[config.mk]
export PLATFORM = sky130hd
export DESIGN_NAME = dsm_top
export DESIGN_NICKNAME = d
export VERILOG_FILES = /design/src/dsm_pkg.sv /design/src/dsm_classify.sv /design/src/dsm_top.sv
export VERILOG_INCLUDE_DIRS = /design/src
export SDC_FILE = /design/constraint.sdc
export NUM_CORES = 1
export LEC_CHECK = 0
export BUFFER_PORTS_ARGS = -buffer_cell sky130_fd_sc_hd__buf_2
export CAP_MARGIN = 0
export CORE_AREA = 4 4 207 209
export DETAILED_ROUTE_END_ITERATION = 16
export DIE_AREA = 0 0 211 213
export GPL_ROUTABILITY_DRIVEN = 1
export GPL_TIMING_DRIVEN = 1
export SLEW_MARGIN = 10
export SYNTH_ARGS = -nofsm -noshare
export SYNTH_HDL_FRONTEND = slang
export SYNTH_SLANG_ARGS = --single-unit
[constraint.sdc]
create_clock -name clk_sys -period 3.83 [get_ports clk_sys]
set_input_delay 0.383 -clock clk_sys [delete_from_list [all_inputs] [get_ports clk_sys]]
set_output_delay 0.383 -clock clk_sys [all_outputs]
set_load 0.1 [all_outputs]
[src/dsm_defs.svh]
// offsets, field positions and reset values of the diagnostic status mapper
// assumes byte addresses on an 8-bit register port, 32-bit data
`ifndef DSM_DEFS_SVH
`define DSM_DEFS_SVH

// ***********************************************
// register offsets
// ***********************************************
`define DSM_OFF_CTRL       8'h00
`define DSM_OFF_MAP_FAIL   8'h04
`define DSM_OFF_MAP_CHECK  8'h08
`define DSM_OFF_MAP_OFFSP  8'h0C
`define DSM_OFF_MAP_MAINT  8'h10
`define DSM_OFF_PRI_FAIL   8'h14
`define DSM_OFF_PRI_CHECK  8'h18
`define DSM_OFF_PRI_OFFSP  8'h1C
`define DSM_OFF_PRI_MAINT  8'h20
`define DSM_OFF_SUPPRESS   8'h24
`define DSM_OFF_DETECT_EN  8'h28
`define DSM_OFF_BCAST_EN   8'h2C
`define DSM_OFF_IRQ_STAT   8'h30
`define DSM_OFF_IRQ_MASK   8'h34
`define DSM_OFF_ACTIVE     8'h38

// ***********************************************
// fields
// ***********************************************
`define DSM_CTRL_MULTIBIT  0
`define DSM_CTRL_OOS       1
`define DSM_RANGE_TOP      5'h1F
`define DSM_CFG_MASK       32'h0000_FFFE
`define DSM_STAT_SENT      4
`define DSM_STAT_REFUSED   5
`define DSM_STAT_W         6

// ***********************************************
// reset values and priority thresholds
// ***********************************************
`define DSM_RST_MAP_FAIL   32'hF000_0000
`define DSM_RST_MAP_CHECK  32'h0F00_0000
`define DSM_RST_MAP_OFFSP  32'h00F0_0000
`define DSM_RST_MAP_MAINT  32'h000F_0000
`define DSM_RST_PRI        4'h0
`define DSM_PRI_SHOW       4'h1
`define DSM_PRI_SEND       4'h2

`endif

[src/dsm_pkg.sv]
// types shared by the diagnostic status mapper files
// assumes nothing of its surroundings
package dsm_pkg;
  typedef logic [31:0] dsm_map_t;
  typedef logic [3:0]  dsm_pri_t;
  typedef logic [4:0]  dsm_bit_t;
  typedef logic [3:0]  dsm_sig_t;
endpackage

[src/dsm_classify.sv]
// classifier: picks the status signal of one map bit and its bus fate
// assumes maps and priorities steady for the cycle; purely combinational
`timescale 1ns/1ps
`default_nettype none
`include "dsm_defs.svh"

module dsm_classify (
  // maps in severity order
  input  wire dsm_pkg::dsm_map_t map_fail,
  input  wire dsm_pkg::dsm_map_t map_check,
  input  wire dsm_pkg::dsm_map_t map_offsp,
  input  wire dsm_pkg::dsm_map_t map_maint,
  // priorities in the same order
  input  wire dsm_pkg::dsm_pri_t pri_fail,
  input  wire dsm_pkg::dsm_pri_t pri_check,
  input  wire dsm_pkg::dsm_pri_t pri_offsp,
  input  wire dsm_pkg::dsm_pri_t pri_maint,
  // selection
  input  wire dsm_pkg::dsm_bit_t sel_bit,
  input  wire logic              bcast_ok,
  // verdict
  output var  dsm_pkg::dsm_sig_t sig,
  output var  dsm_pkg::dsm_pri_t sel_pri,
  output var  logic              show,
  output var  logic              send
);

  logic [3:0] hit;

  function automatic logic pri_at_least(input dsm_pkg::dsm_pri_t p, input dsm_pkg::dsm_pri_t lim);
    pri_at_least = (p >= lim);
  endfunction

  always_comb begin
    hit = {map_maint[sel_bit], map_offsp[sel_bit], map_check[sel_bit], map_fail[sel_bit]};
    sig = 4'h0;
    sel_pri = `DSM_RST_PRI;
    if (hit[0]) begin
      sig = 4'h1;
      sel_pri = pri_fail;
    end else if (hit[1]) begin
      sig = 4'h2;
      sel_pri = pri_check;
    end else if (hit[2]) begin
      sig = 4'h4;
      sel_pri = pri_offsp;
    end else if (hit[3]) begin
      sig = 4'h8;
      sel_pri = pri_maint;
    end
    show = (|hit) && pri_at_least(sel_pri, `DSM_PRI_SHOW);
    send = show && bcast_ok && pri_at_least(sel_pri, `DSM_PRI_SEND);
  end

endmodule
`default_nettype wire

[src/dsm_top.sv]
// diagnostic status mapper: maps diagnostic events onto four status signals
// assumes events and register strobes come from logic on clk_sys
//
// Function
// four maps, one per status signal
// range bits 31..16, nibble defaults, bit 0 zero
// bits 15..1 configurable area, cleared at reset
// host switches out of service around map edits
// range clear in all maps sends nothing
// host keeps every range assigned somewhere
// map change leaves active entries untouched
// bus send only for priority 2..15
// priority 1 shown locally, not sent
// priority 0 events ignored entirely
// separate writable priority per signal
// suppress mask blocks bus, keeps local display
// detect-enabled configurable bit records mapped event
// broadcast-enabled configurable bit sends mapped event
// range bit covers whole range
// custom maps only after multi-bit alarm enabled
// overlapping maps report most severe signal
`timescale 1ns/1ps
`default_nettype none
`include "dsm_defs.svh"

module dsm_top (
  // clock and reset
  input  wire  logic        clk_sys,
  input  wire  logic        rst_n,
  // register port
  input  wire  logic [7:0]  reg_addr,
  input  wire  logic [31:0] reg_wdata,
  input  wire  logic        reg_wr,
  input  wire  logic        reg_rd,
  output logic [31:0]       reg_rdata,
  // diagnostic event in
  input  wire  logic        evt_valid,
  input  wire  logic [3:0]  evt_range,
  input  wire  logic [3:0]  evt_cfg_bit,
  // reported status
  output logic              diag_valid,
  output logic [3:0]        diag_signal,
  output logic              diag_local,
  output logic              diag_bus,
  // interrupt
  output logic              irq
);

  // ***********************************************
  // registers
  // ***********************************************
  logic [1:0]                    ctrl_ff, nxt_ctrl;
  dsm_pkg::dsm_map_t             map_ff [4];
  dsm_pkg::dsm_map_t             nxt_map [4];
  dsm_pkg::dsm_pri_t             pri_ff [4];
  dsm_pkg::dsm_pri_t             nxt_pri [4];
  logic [31:0]                   supp_ff, nxt_supp;
  logic [15:1]                   det_ff, nxt_det;
  logic [15:1]                   bce_ff, nxt_bce;
  logic [`DSM_STAT_W-1:0]        stat_ff, nxt_stat;
  logic [`DSM_STAT_W-1:0]        mask_ff, nxt_mask;
  logic [3:0]                    act_ff, nxt_act;
  logic [31:0]                   rdata_ff, nxt_rdata;
  logic                          irq_ff, nxt_irq;
  logic                          dv_ff, nxt_dv;
  logic [3:0]                    dsig_ff, nxt_dsig;
  logic                          dloc_ff, nxt_dloc;
  logic                          dbus_ff, nxt_dbus;

  dsm_pkg::dsm_map_t             eff_map [4];
  dsm_pkg::dsm_bit_t             sel_bit;
  logic                          use_cfg;
  logic                          bcast_ok;
  dsm_pkg::dsm_sig_t             cls_sig;
  dsm_pkg::dsm_pri_t             cls_pri;
  logic                          cls_show;
  logic                          cls_send;
  logic                          map_wr_refused;

  localparam dsm_pkg::dsm_map_t MAP_RST [4] = '{`DSM_RST_MAP_FAIL, `DSM_RST_MAP_CHECK,
                                                `DSM_RST_MAP_OFFSP, `DSM_RST_MAP_MAINT};

  function automatic logic is_map_off(input logic [7:0] a, input logic [1:0] i);
    is_map_off = (a == (`DSM_OFF_MAP_FAIL + {4'h0, i, 2'b00}));
  endfunction

  function automatic logic is_pri_off(input logic [7:0] a, input logic [1:0] i);
    is_pri_off = (a == (`DSM_OFF_PRI_FAIL + {4'h0, i, 2'b00}));
  endfunction

  // ***********************************************
  // event selection
  // ***********************************************
  always_comb begin
    for (int i = 0; i < 4; i++) begin
      eff_map[i] = ctrl_ff[`DSM_CTRL_MULTIBIT] ? map_ff[i] : MAP_RST[i];
    end
    use_cfg = (evt_cfg_bit != 4'h0) && det_ff[evt_cfg_bit];
    sel_bit = use_cfg ? {1'b0, evt_cfg_bit} : (`DSM_RANGE_TOP - {1'b0, evt_range});
    bcast_ok = !supp_ff[sel_bit] && (!use_cfg || bce_ff[evt_cfg_bit]);
  end

  dsm_classify u_classify (
    .map_fail  (eff_map[0]),
    .map_check (eff_map[1]),
    .map_offsp (eff_map[2]),
    .map_maint (eff_map[3]),
    .pri_fail  (pri_ff[0]),
    .pri_check (pri_ff[1]),
    .pri_offsp (pri_ff[2]),
    .pri_maint (pri_ff[3]),
    .sel_bit   (sel_bit),
    .bcast_ok  (bcast_ok),
    .sig       (cls_sig),
    .sel_pri   (cls_pri),
    .show      (cls_show),
    .send      (cls_send)
  );

  // ***********************************************
  // next state
  // ***********************************************
  always_comb begin
    nxt_ctrl = ctrl_ff;
    nxt_supp = supp_ff;
    nxt_det = det_ff;
    nxt_bce = bce_ff;
    nxt_mask = mask_ff;
    nxt_stat = stat_ff;
    nxt_act = act_ff;
    map_wr_refused = 1'b0;
    for (int i = 0; i < 4; i++) begin
      nxt_map[i] = map_ff[i];
      nxt_pri[i] = pri_ff[i];
    end
    if (reg_wr) begin
      for (int i = 0; i < 4; i++) begin
        if (is_map_off(reg_addr, 2'(i))) begin
          if (ctrl_ff[`DSM_CTRL_OOS]) begin
            nxt_map[i] = {reg_wdata[31:1], 1'b0};
          end else begin
            map_wr_refused = 1'b1;
          end
        end
        if (is_pri_off(reg_addr, 2'(i))) begin
          nxt_pri[i] = reg_wdata[3:0];
        end
      end
      case (reg_addr)
        `DSM_OFF_CTRL:      nxt_ctrl = reg_wdata[1:0];
        `DSM_OFF_SUPPRESS:  nxt_supp = reg_wdata;
        `DSM_OFF_DETECT_EN: nxt_det = reg_wdata[15:1];
        `DSM_OFF_BCAST_EN:  nxt_bce = reg_wdata[15:1];
        `DSM_OFF_IRQ_STAT:  nxt_stat = stat_ff & ~reg_wdata[`DSM_STAT_W-1:0];
        `DSM_OFF_IRQ_MASK:  nxt_mask = reg_wdata[`DSM_STAT_W-1:0];
        `DSM_OFF_ACTIVE:    nxt_act = act_ff & ~reg_wdata[3:0];
        default:            nxt_ctrl = ctrl_ff;
      endcase
    end
    // events set after any clear, so a same-cycle set wins
    if (evt_valid && cls_show) begin
      nxt_act = nxt_act | cls_sig;
      nxt_stat[3:0] = nxt_stat[3:0] | cls_sig;
      nxt_stat[`DSM_STAT_SENT] = nxt_stat[`DSM_STAT_SENT] | cls_send;
    end
    nxt_stat[`DSM_STAT_REFUSED] = nxt_stat[`DSM_STAT_REFUSED] | map_wr_refused;
    nxt_irq = |(nxt_stat & nxt_mask);
    // report latched at occurrence; later map edits do not touch it
    nxt_dv = evt_valid && cls_show;
    nxt_dsig = nxt_dv ? cls_sig : dsig_ff;
    nxt_dloc = nxt_dv;
    nxt_dbus = nxt_dv && cls_send;
  end

  // ***********************************************
  // read mux
  // ***********************************************
  always_comb begin
    nxt_rdata = 32'h0000_0000;
    if (reg_rd) begin
      for (int i = 0; i < 4; i++) begin
        if (is_map_off(reg_addr, 2'(i))) begin
          nxt_rdata = map_ff[i];
        end
        if (is_pri_off(reg_addr, 2'(i))) begin
          nxt_rdata = {28'h000_0000, pri_ff[i]};
        end
      end
      case (reg_addr)
        `DSM_OFF_CTRL:      nxt_rdata = {30'h0000_0000, ctrl_ff};
        `DSM_OFF_SUPPRESS:  nxt_rdata = supp_ff;
        `DSM_OFF_DETECT_EN: nxt_rdata = {16'h0000, det_ff, 1'b0};
        `DSM_OFF_BCAST_EN:  nxt_rdata = {16'h0000, bce_ff, 1'b0};
        `DSM_OFF_IRQ_STAT:  nxt_rdata = {26'h000_0000, stat_ff};
        `DSM_OFF_IRQ_MASK:  nxt_rdata = {26'h000_0000, mask_ff};
        `DSM_OFF_ACTIVE:    nxt_rdata = {28'h000_0000, act_ff};
        default:            nxt_rdata = nxt_rdata;
      endcase
    end
  end

  // ***********************************************
  // state registers
  // ***********************************************
  always_ff @(posedge clk_sys or negedge rst_n) begin
    if (!rst_n) begin
      ctrl_ff <= 2'h0;
      for (int i = 0; i < 4; i++) begin
        map_ff[i] <= MAP_RST[i];
        pri_ff[i] <= `DSM_RST_PRI;
      end
      supp_ff <= 32'h0000_0000;
      det_ff <= 15'h0000;
      bce_ff <= 15'h0000;
      stat_ff <= 6'h00;
      mask_ff <= 6'h00;
      act_ff <= 4'h0;
      rdata_ff <= 32'h0000_0000;
      irq_ff <= 1'b0;
      dv_ff <= 1'b0;
      dsig_ff <= 4'h0;
      dloc_ff <= 1'b0;
      dbus_ff <= 1'b0;
    end else begin
      ctrl_ff <= nxt_ctrl;
      for (int i = 0; i < 4; i++) begin
        map_ff[i] <= nxt_map[i];
        pri_ff[i] <= nxt_pri[i];
      end
      supp_ff <= nxt_supp;
      det_ff <= nxt_det;
      bce_ff <= nxt_bce;
      stat_ff <= nxt_stat;
      mask_ff <= nxt_mask;
      act_ff <= nxt_act;
      rdata_ff <= nxt_rdata;
      irq_ff <= nxt_irq;
      dv_ff <= nxt_dv;
      dsig_ff <= nxt_dsig;
      dloc_ff <= nxt_dloc;
      dbus_ff <= nxt_dbus;
    end
  end

  assign reg_rdata = rdata_ff;
  assign diag_valid = dv_ff;
  assign diag_signal = dsig_ff;
  assign diag_local = dloc_ff;
  assign diag_bus = dbus_ff;
  assign irq = irq_ff;
endmodule
`default_nettype wire

==> results of run 1 <==
-- flip-flops by register name, summed over array words and instances, names as in the netlist --
signal	count
supp_ff	32
reg_rdata	32
bce_ff	15
mask_ff	6
diag_bus	1
pri_ff	16
diag_signal	4
det_ff	15
ctrl_ff	2
map_ff	124
stat_ff	6
diag_local	1
irq	1
act_ff	4
-- routing by layer --
metal	part of all wire, %	global-route usage (%)	vias up
met5	0	0	-
met4	2.9	5.07	0
met3	7.0	3.73	87
met2	46	30.9	424
met1	44	27.8	5449
li1	-	-	4599
-- layout by cell type (no fill, tap or decap), types with 5 or more instances in the layout --
master     instances
a211oi_1           5
a21oi_1           27
a21oi_2            6
a222oi_1          31
a22o_1            13
a22oi_1           51
a311oi_1           5
a31oi_1           18
and3_1            16
buf_12             7
buf_2             91
buf_4            145
buf_6             14
clkbuf_1           7
clkbuf_16         31
clkbuf_8           6
clkinv_2           6
dfrtp_1          243
dfstp_2           16
inv_1             13
mux2_2           214
mux2_4             5
mux2i_1           24
mux4_2            11
nand2_1           84
nand2b_1           5
nand3_1           30
nand4_1            7
nor2_1            31
nor2_2             9
nor3_1            13
o211ai_1           8
o21ai_0            7
-- where the power goes --
part / switching (mW) / leakage, nW / internal (mW)
logic: 0.690 / 3.62 / 0.452
registers: 0.0895 / 3.50 / 2.83
clock network: 1.16 / 0.522 / 1.86
total: 1.94 / 7.64 / 5.15
-- worst max-delay path: stages, from the launching register on --
cell	delay (ps)
dfrtp_1	410
mux2_4	190
a221oi_4	70
or4b_4	550
and4_4	230
buf_12	140
mux2i_4	200
a41o_1	230
or4_4	540
a41o_1	280
o211ai_4	140
nor4b_4	100
a2111oi_4	350
buf_4	190
buf_6	100
o21ai_2	50
a221o_1	320
-- cells by family (layout without fill, tap and decap cells) --
family                 after synthesis  in the layout  synth area share, %
AO/OA/AOI/OAI                      237            237                 14.6
AND/OR/NAND/NOR                    231            231                 8.53
buffers and inverters               94            331                 3.51
other                                0              1                    0
flip-flops                         259            259                 49.9
multiplexers                       264            264                 23.5
-- Yosys cell counts, types with 4 or more instances --
master / n / share of area [%]
a222oi_1: 31 / 2.4
a221oi_1: 5 / 0.34
buf_2: 11 / 0.42
inv_1: 13 / 0.37
nand4_1: 7 / 0.34
nor2_1: 40 / 1.2
o21ai_0: 9 / 0.35
dfstp_2: 16 / 3.2
a211oi_1: 8 / 0.46
buf_4: 6 / 0.35
mux2_2: 217 / 19
a21oi_1: 33 / 1.3
a311oi_1: 5 / 0.34
dfrtp_1: 243 / 47
a22oi_1: 53 / 3.1
clkbuf_1: 38 / 1.1
nand3_1: 31 / 1.2
a22o_1: 13 / 0.87
buf_6: 7 / 0.60
mux2i_1: 32 / 2.5
o211ai_1: 8 / 0.46
nor3_1: 13 / 0.50
a31oi_1: 20 / 0.96
mux4_2: 11 / 1.9
and3_1: 17 / 0.82
buf_1: 18 / 0.52
or3_1: 4 / 0.19
nor2b_1: 4 / 0.19
nand2b_1: 5 / 0.24
nand2_1: 87 / 2.5
-- cell type report --
cell class                      instances  area (um2)  area share (%)
Sequential cell                       259        6500            39.0
Clock inverter                         12         168            1.01
Inverter                               13        48.8           0.293
Clock buffer                           44         885            5.31
Multi-Input combinational cell        732        6460            38.8
Tap cell                              532         666            3.99
Timing Repair Buffer                  262        1940            11.6
Antenna cell                            1        2.50          0.0150
-- what timing repair did --
action | in CTS | in global routing
setup endpoints to repair | 16 | 16
pin swaps | 11 | 27
buffers inserted | 19 | 12
hold buffers | 1 | 0
hold endpoints to repair | 1 | 0
cloned | 2 | 0
gates resized for setup | 56 | 31
-- final timing paths --
path | startpoint | endpoint | slack (ps)
max in group asynchronous | rst_n | map_ff[53]$_DFFE_PN1P_ | 2330
worst max-delay path | det_ff[3]$_DFFE_PN0P_ | irq$_DFF_PN0_ | -400
worst max register to register | det_ff[3]$_DFFE_PN0P_ | irq$_DFF_PN0_ | -400
worst min-delay path | reg_wdata[17] | supp_ff[17]$_DFFE_PN0P_ | 120
min in group asynchronous | rst_n | reg_rdata[16]$_DFF_PN0_ | 500
worst min register to register | diag_signal[2]$_DFFE_PN0N_ | diag_signal[2]$_DFFE_PN0N_ | 520
-- metrics by stage --
| step | utilization, % | hold slack, ps | setup slack (ps) | area (um2) | cells |
|---|---|---|---|---|---|
| 5_1_grt | 40.8 | 114 | -466 | 16700 | 1854 |
| 6_report | 40.8 | 119 | -403 | 16700 | 1855 |
| 4_1_cts | 40.3 | 93.0 | -325 | 16400 | 1843 |
| 3_3_place_gp | 36.6 | 504 | -857 | 15000 | 1769 |
| 3_5_place_dp | 36.6 | 506 | -881 | 15000 | 1769 |
| 2_1_floorplan | - | 87.4 | -125 | 13100 | 1085 |
==> key figures, run 1 <==
Pwr
  – PnR Total Power: 7.09 mW
  – Power Density: 425 nW/um2
  – Peak VDD IR: 320 uV
  – Static leakage: 7.64 nW

Route
  – Drt wl/cell: 24.1 um
  – WL final: 44700 um
  – Number of remaining DRC errors: 0
  – Initial DRC Count: 1031
  – Drt via density: 5.69
  – 1st-pass router iterations: 8
  – Final ANT Viol Nets: 0
  – Via count: 10600

Floorplanning
  – DIE AREA: 44900 um2
  – Core box area: 40800 um2
  – Initial Utilization: 31.9%
  – Die H: 213 um
  – I/O pins: 93
  – Die span in x: 211 um
  – Floorplan row count: 74

CTS
  – Clock Latency Late Sink: 560 ps
  – # clock sinks: 259
  – CTS tree: built
  – H-tree depth: 1
  – TritonCTS Buffers: 30
  – CTS Root Cell: clkbuf_16
  – Clk buf depth: 3
  – Clk pin slew, worst setup/hold paths: 60 ps

Min path
  – Hold WC Path Type: in2reg
  – Hold path cells: 2

Global routing
  – First-pass GRT wire length: 68300 um
  – Tot GR Track Use: 19.6%
  – Total gr overflow: 0
  – Initial antenna violation count: 1
  – Largest net degree at the start of global routing: 127
  – Vias in the first global route: 10800

Synth
  – Synthesized area: 13000 um2
  – Main synth FF type: dfrtp_1
  – Cell variety after synth: 83
  – Synth Instances: 1085
  – Synth async-reset ratio: 100%
  – Syn nets: 1138
  – Warnings from Yosys: 0
  – Flop and latch count out of synthesis: 259
  – Average size of a mapped cell: 12.0 um2
  – Post-synth EDFFs: 0
  – Post-synthesis sequential area ratio: 49.9%

STA
  – Post-route minimum period: 4230 ps
  – Final hold vios: 0
  – Fin Clk Skew: 13.9 ps
  – Final worst slack: -403 ps
  – Max Slew Vio Count: 0
  – RSZ-0062 raised after global routing: yes
  – Part of the cycle the worst path needs: 111%
  – Least-Margin Pin Slew: 1040 ps
  – FMAX: 236 MHz
  – Final count of negative-setup-slack endpoints: 16
  – Relative slew slack: 30.4%
  – Setup TNS: -5190 ps

Outcome
  – Status: finished with violations
  – Failing checks: setup timing

Placement
  – Hpwl dp: 31300 um
  – Input/output buffers: 92
  – RePlAce Congestion: 0.936

Worst setup path
  – CP startpoint kind: flip-flop
  – Worst reg-to-reg path cell count: 16
  – CP Capture Type: flip-flop
  – Req. time, crit path: 4260 ps
  – Critical path fanouts, max: 5
  – Critical path class: reg2reg
  – Worst Path Arrival: 4670 ps

Finish
  – Layout cells sized above 1: 47.5%
  – Nets: 1351
  – Fillers: 3894
  – P&R area growth vs syn: 27.9%

Run
  – Max-cap check violation count: 0
(Power assumes the default switching activity.)
==> run 2, diff against run 1 <==
ABC_AREA = 1   (was not set)
CELL_PAD_IN_SITES_DETAIL_PLACEMENT = 0   (was not set)
CELL_PAD_IN_SITES_GLOBAL_PLACEMENT = 2   (was not set)
CORE_AREA = 4 4 210 212   (was 4 4 207 209)
DIE_AREA = 0 0 214 216   (was 0 0 211 213)
PLACE_DENSITY_LB_ADDON = 0.2   (was not set)
==> run 2 against run 1 <==
Net effect: synthesized cell count increased by 57%; the run now ends clean; count of clock-buffer cells in the layout shrank 1; final area is 5.8% lower; register-to-register slack better by 820 ps; global-route usage is 1.4 points higher; combinational power down 17%; die area up 2.9%.
==> key figures, run 2 <==
Outcome
  – Status: complete, no violations

Route
  – Met2 wire len: 23400 um (+15%)
  – Initial DRC Count: 996 (-3.4%)
  – Max Used Layer: met4
  – Number of remaining DRC errors: 0 (unchanged)
  – 1st-pass router iterations: 5 (-3)
  – WL final: 49700 um (+11%)
  – Wl on met1: 22500 um (+13%)
  – Via count: 12100 (+15%)
  – Final ANT Viol Nets: 0 (unchanged)
  – Drt wl/cell: 21.2 um (-12%)
  – Drt via density: 5.17 (-9.1%)
  – Met3 wire len: 2350 um (-25%)

STA
  – RSZ-0062 raised after global routing: no
  – Least-Margin Pin Slew: 1220 ps (+174 ps)
  – Part of the cycle the worst path needs: 89.1% (-21 points)
  – FMAX: 293 MHz (+24%)
  – Setup TNS: 0 ps (+5190 ps)
  – Fin Clk Skew: 12.1 ps (-1.77 ps)
  – Final count of negative-setup-slack endpoints: 0 (-16)
  – Relative slew slack: 16.7% (-14 points)
  – Final hold vios: 0 (unchanged)
  – Post-route minimum period: 3410 ps (-819 ps)
  – Max Slew Vio Count: 0 (unchanged)

Placement
  – Placed insts: 2285 (+29%)
  – Placement Cell Area: 14500 um2 (-2.8%)
  – RePlAce Congestion: 0.857 (-8.5%)
  – Hpwl dp: 35100 um (+12%)
  – Input/output buffers: 92 (unchanged)

Floorplanning
  – Floorplan row count: 75 (+1.4%)
  – Die span in x: 214 um (+1.4%)
  – DIE AREA: 46200 um2 (+2.9%)
  – I/O pins: 93 (unchanged)
  – Die H: 216 um (+1.4%)
  – Core box area: 41900 um2 (+2.7%)
  – Initial Utilization: 31.8% (-0.082 points)

Finish
  – Nets: 1835 (+36%)
  – Final Util: 37.4% (-3.4 points)
  – Layout cells sized above 1: 14.5% (-33 points)
  – Most common cell after layout, fill and taps aside: nand2_1
  – Max FFs per register: 124 (unchanged)
  – Number of diodes: 0 (-1)
  – P&R area growth vs syn: 17.6%
  – Non-filler instance count after layout: 2345 (+26%)
  – Final instance area: 15700 um2 (-5.8%)
  – Most frequent cells in the layout: 468 x nand2_1, 253 x o21ai_0, 243 x dfrtp_1
  – Reg with most FFs: map_ff

CTS
  – Clk pin slew, worst setup/hold paths: 60 ps (about the same)
  – Clk buf depth: 3 (unchanged)
  – H-tree depth: 1 (unchanged)
  – Post-CTS Resized: 0 (-100%)
  – TritonCTS Buffers: 30 (unchanged)
  – CTS tree: built
  – CTS Root Cell: clkbuf_16
  – Clock Latency Late Sink: 580 ps (+20 ps)
  – # clock sinks: 259 (unchanged)

Worst setup path
  – Critical Path Max Stage Delay: 380 ps (-170 ps)
  – Slowest-stage cell, CP: dfrtp_1
  – RR Startpoint: det_ff[3]$_DFFE_PN0P_
  – CP Capture Type: flip-flop
  – Worst reg-to-reg path cell count: 28 (+12)
  – Critical path buffer and inverter count: 3 (unchanged)
  – Critical path class: reg2reg
  – Req. time, crit path: 4300 ps (+40 ps)
  – Reg2Reg Setup Slack: 420 ps (+820 ps)
  – Delay-heaviest family, CP: simple AND/OR/NAND/NOR gates
  – CP startpoint kind: flip-flop
  – Worst R2R End: irq$_DFF_PN0_
  – Worst Path Arrival: 3880 ps (-790 ps)
  – Critical path fanouts, max: 38 (+33)
  – CP dominant cell by count: nand2_1

Synth
  – Largest family of logic cells by synthesized area: simple AND/OR/NAND/NOR gates
  – Synthesized area: 13400 um2 (+2.5%)
  – Flop and latch count out of synthesis: 259 (unchanged)
  – Largest cells by area after synthesis: dfrtp_1 46%, nand2_1 13%, o21ai_0 9.5%, nand3_1 5.6%, inv_1 4.7%
  – Warnings from Yosys: 0 (unchanged)
  – Post-synthesis mux area share: 0% (-23 points)
  – Post-synthesis sequential area ratio: 48.7% (-1.2 points)
  – Syn nets: 1755 (+54%)
  – Post-Synth Simple-Gate Area: 23.8% (+15 points)
  – Average size of a mapped cell: 7.85 um2 (-35%)
  – Synth Instances: 1702 (+57%)
  – Main synth FF type: dfrtp_1
  – Adder-Cell Fraction of Synth Area: 0% (unchanged)
  – Yosys top cell by area: dfrtp_1
  – Cell variety after synth: 50 (-40%)
  – Synth cell count leaders: 473 x nand2_1, 253 x o21ai_0, 243 x dfrtp_1, 168 x inv_1, 150 x nand3_1
  – Synth Area in Compound Gates: 18.7% (+4.1 points)
  – Xor-xnor portion of the synthesized cell area: 0% (unchanged)
  – Synth top area share: 45.5% (-1.1 points)
  – Synth async-reset ratio: 100% (unchanged)
  – Post-synth EDFFs: 0 (unchanged)
  – Most numerous cell in the Yosys netlist: nand2_1

Min path
  – Hold path cells: 3 (+1)
  – Hold path start: reg_rd
  – Hold WC Path Type: in2reg
  – Hold path endpoint: reg_rdata[1]$_DFF_PN0_

Global routing
  – Largest net degree at the start of global routing: 79 (-38%)
  – Vias in the first global route: 12100 (+13%)
  – Initial antenna violation count: 0 (-1)
  – Total gr overflow: 0 (unchanged)
  – Tot GR Track Use: 21.0% (+1.4 points)
  – First-pass GRT wire length: 76000 um (+11%)

Pwr
  – Peak VDD IR: 309 uV (-3.4%)
  – Power Density: 450 nW/um2 (+5.8%)
  – Static leakage: 7.22 nW (-5.5%)
  – PnR Total Power: 7.06 mW (-0.40%)

Run
  – Max-cap check violation count: 0 (unchanged)
[run 2: cell count changes in the layout (fill, tap and decap cells not counted), moves of 43 or more]
cell | previous run | this run
inv_1 | 13 | 168
o21ai_0 | 7 | 253
nor2_1 | 31 | 74
nand2_1 | 84 | 468
nand3_1 | 30 | 150
a22oi_1 | 51 | 0
buf_4 | 145 | 48
mux2_2 | 214 | 0
[run 2: per-stage QoR]
stage	setup WS, ps	hold slack (ps)
after floorplan	881	87.4
after global placement	45.3	403
after detailed placement	40.5	400
after CTS	281	27.1
after global routing	5.47	27.3
final	416	51.4
[run 2: repair_timing]
action,4_1_cts,5_1_grt
setup buffers,0,3
hold buffers,1,0
setup endpoints to repair,0,1
endpoints found under the hold margin,71,0
[run 2: final cells by class]
type / count / area, um2
clock inverters: 13 / 208
inverters: 176 / 663
well taps: 539 / 674
multi-input cells: 1163 / 5700
clock buffers: 43 / 901
repair buffers: 152 / 1060
flip-flops and latches: 259 / 6500
fillers: 4473 / 26200
[run 2: cells by family after synthesis]
family | after synthesis
AO/OA/AOI/OAI | 417
buffers and inverters | 280
flip-flops | 259
AND/OR/NAND/NOR | 746
[run 2: per-layer routing]
layer | vias up | global-route usage (%)
met4 | 0 | 5.25
met1 | 5851 | 28.8
met3 | 86 | 2.84
met2 | 354 | 35.4
li1 | 5844 | -
met5 | - | 0
[run 2: worst max-delay path by stage]
stage / startpoint / cells after the start / to / slack (ps)
after floorplan: evt_cfg_bit[1] / 26 / irq$_DFF_PN0_ / 880
after global placement: evt_cfg_bit[0] / 27 / irq$_DFF_PN0_ / 50
after detailed placement: evt_cfg_bit[0] / 24 / irq$_DFF_PN0_ / 40
after CTS: det_ff[11]$_DFFE_PN0P_ / 26 / irq$_DFF_PN0_ / 280
after global routing: det_ff[3]$_DFFE_PN0P_ / 28 / irq$_DFF_PN0_ / 5
final: det_ff[3]$_DFFE_PN0P_ / 28 / irq$_DFF_PN0_ / 420
[run 2: worst register-to-register path, delay by kind of cell, from the launching register on]
family	cells	cell delay, ps
AND/OR/NAND/NOR	25	2410
flip-flops	1	380
buffers and inverters	3	500
[run 2: power by group]
part           total [mW]  internal, mW  switching [mW]
Combinational       0.950         0.246           0.703
Clock                3.19          1.97            1.22
Sequential           2.93          2.85          0.0771
Total                7.06          5.07            2.00
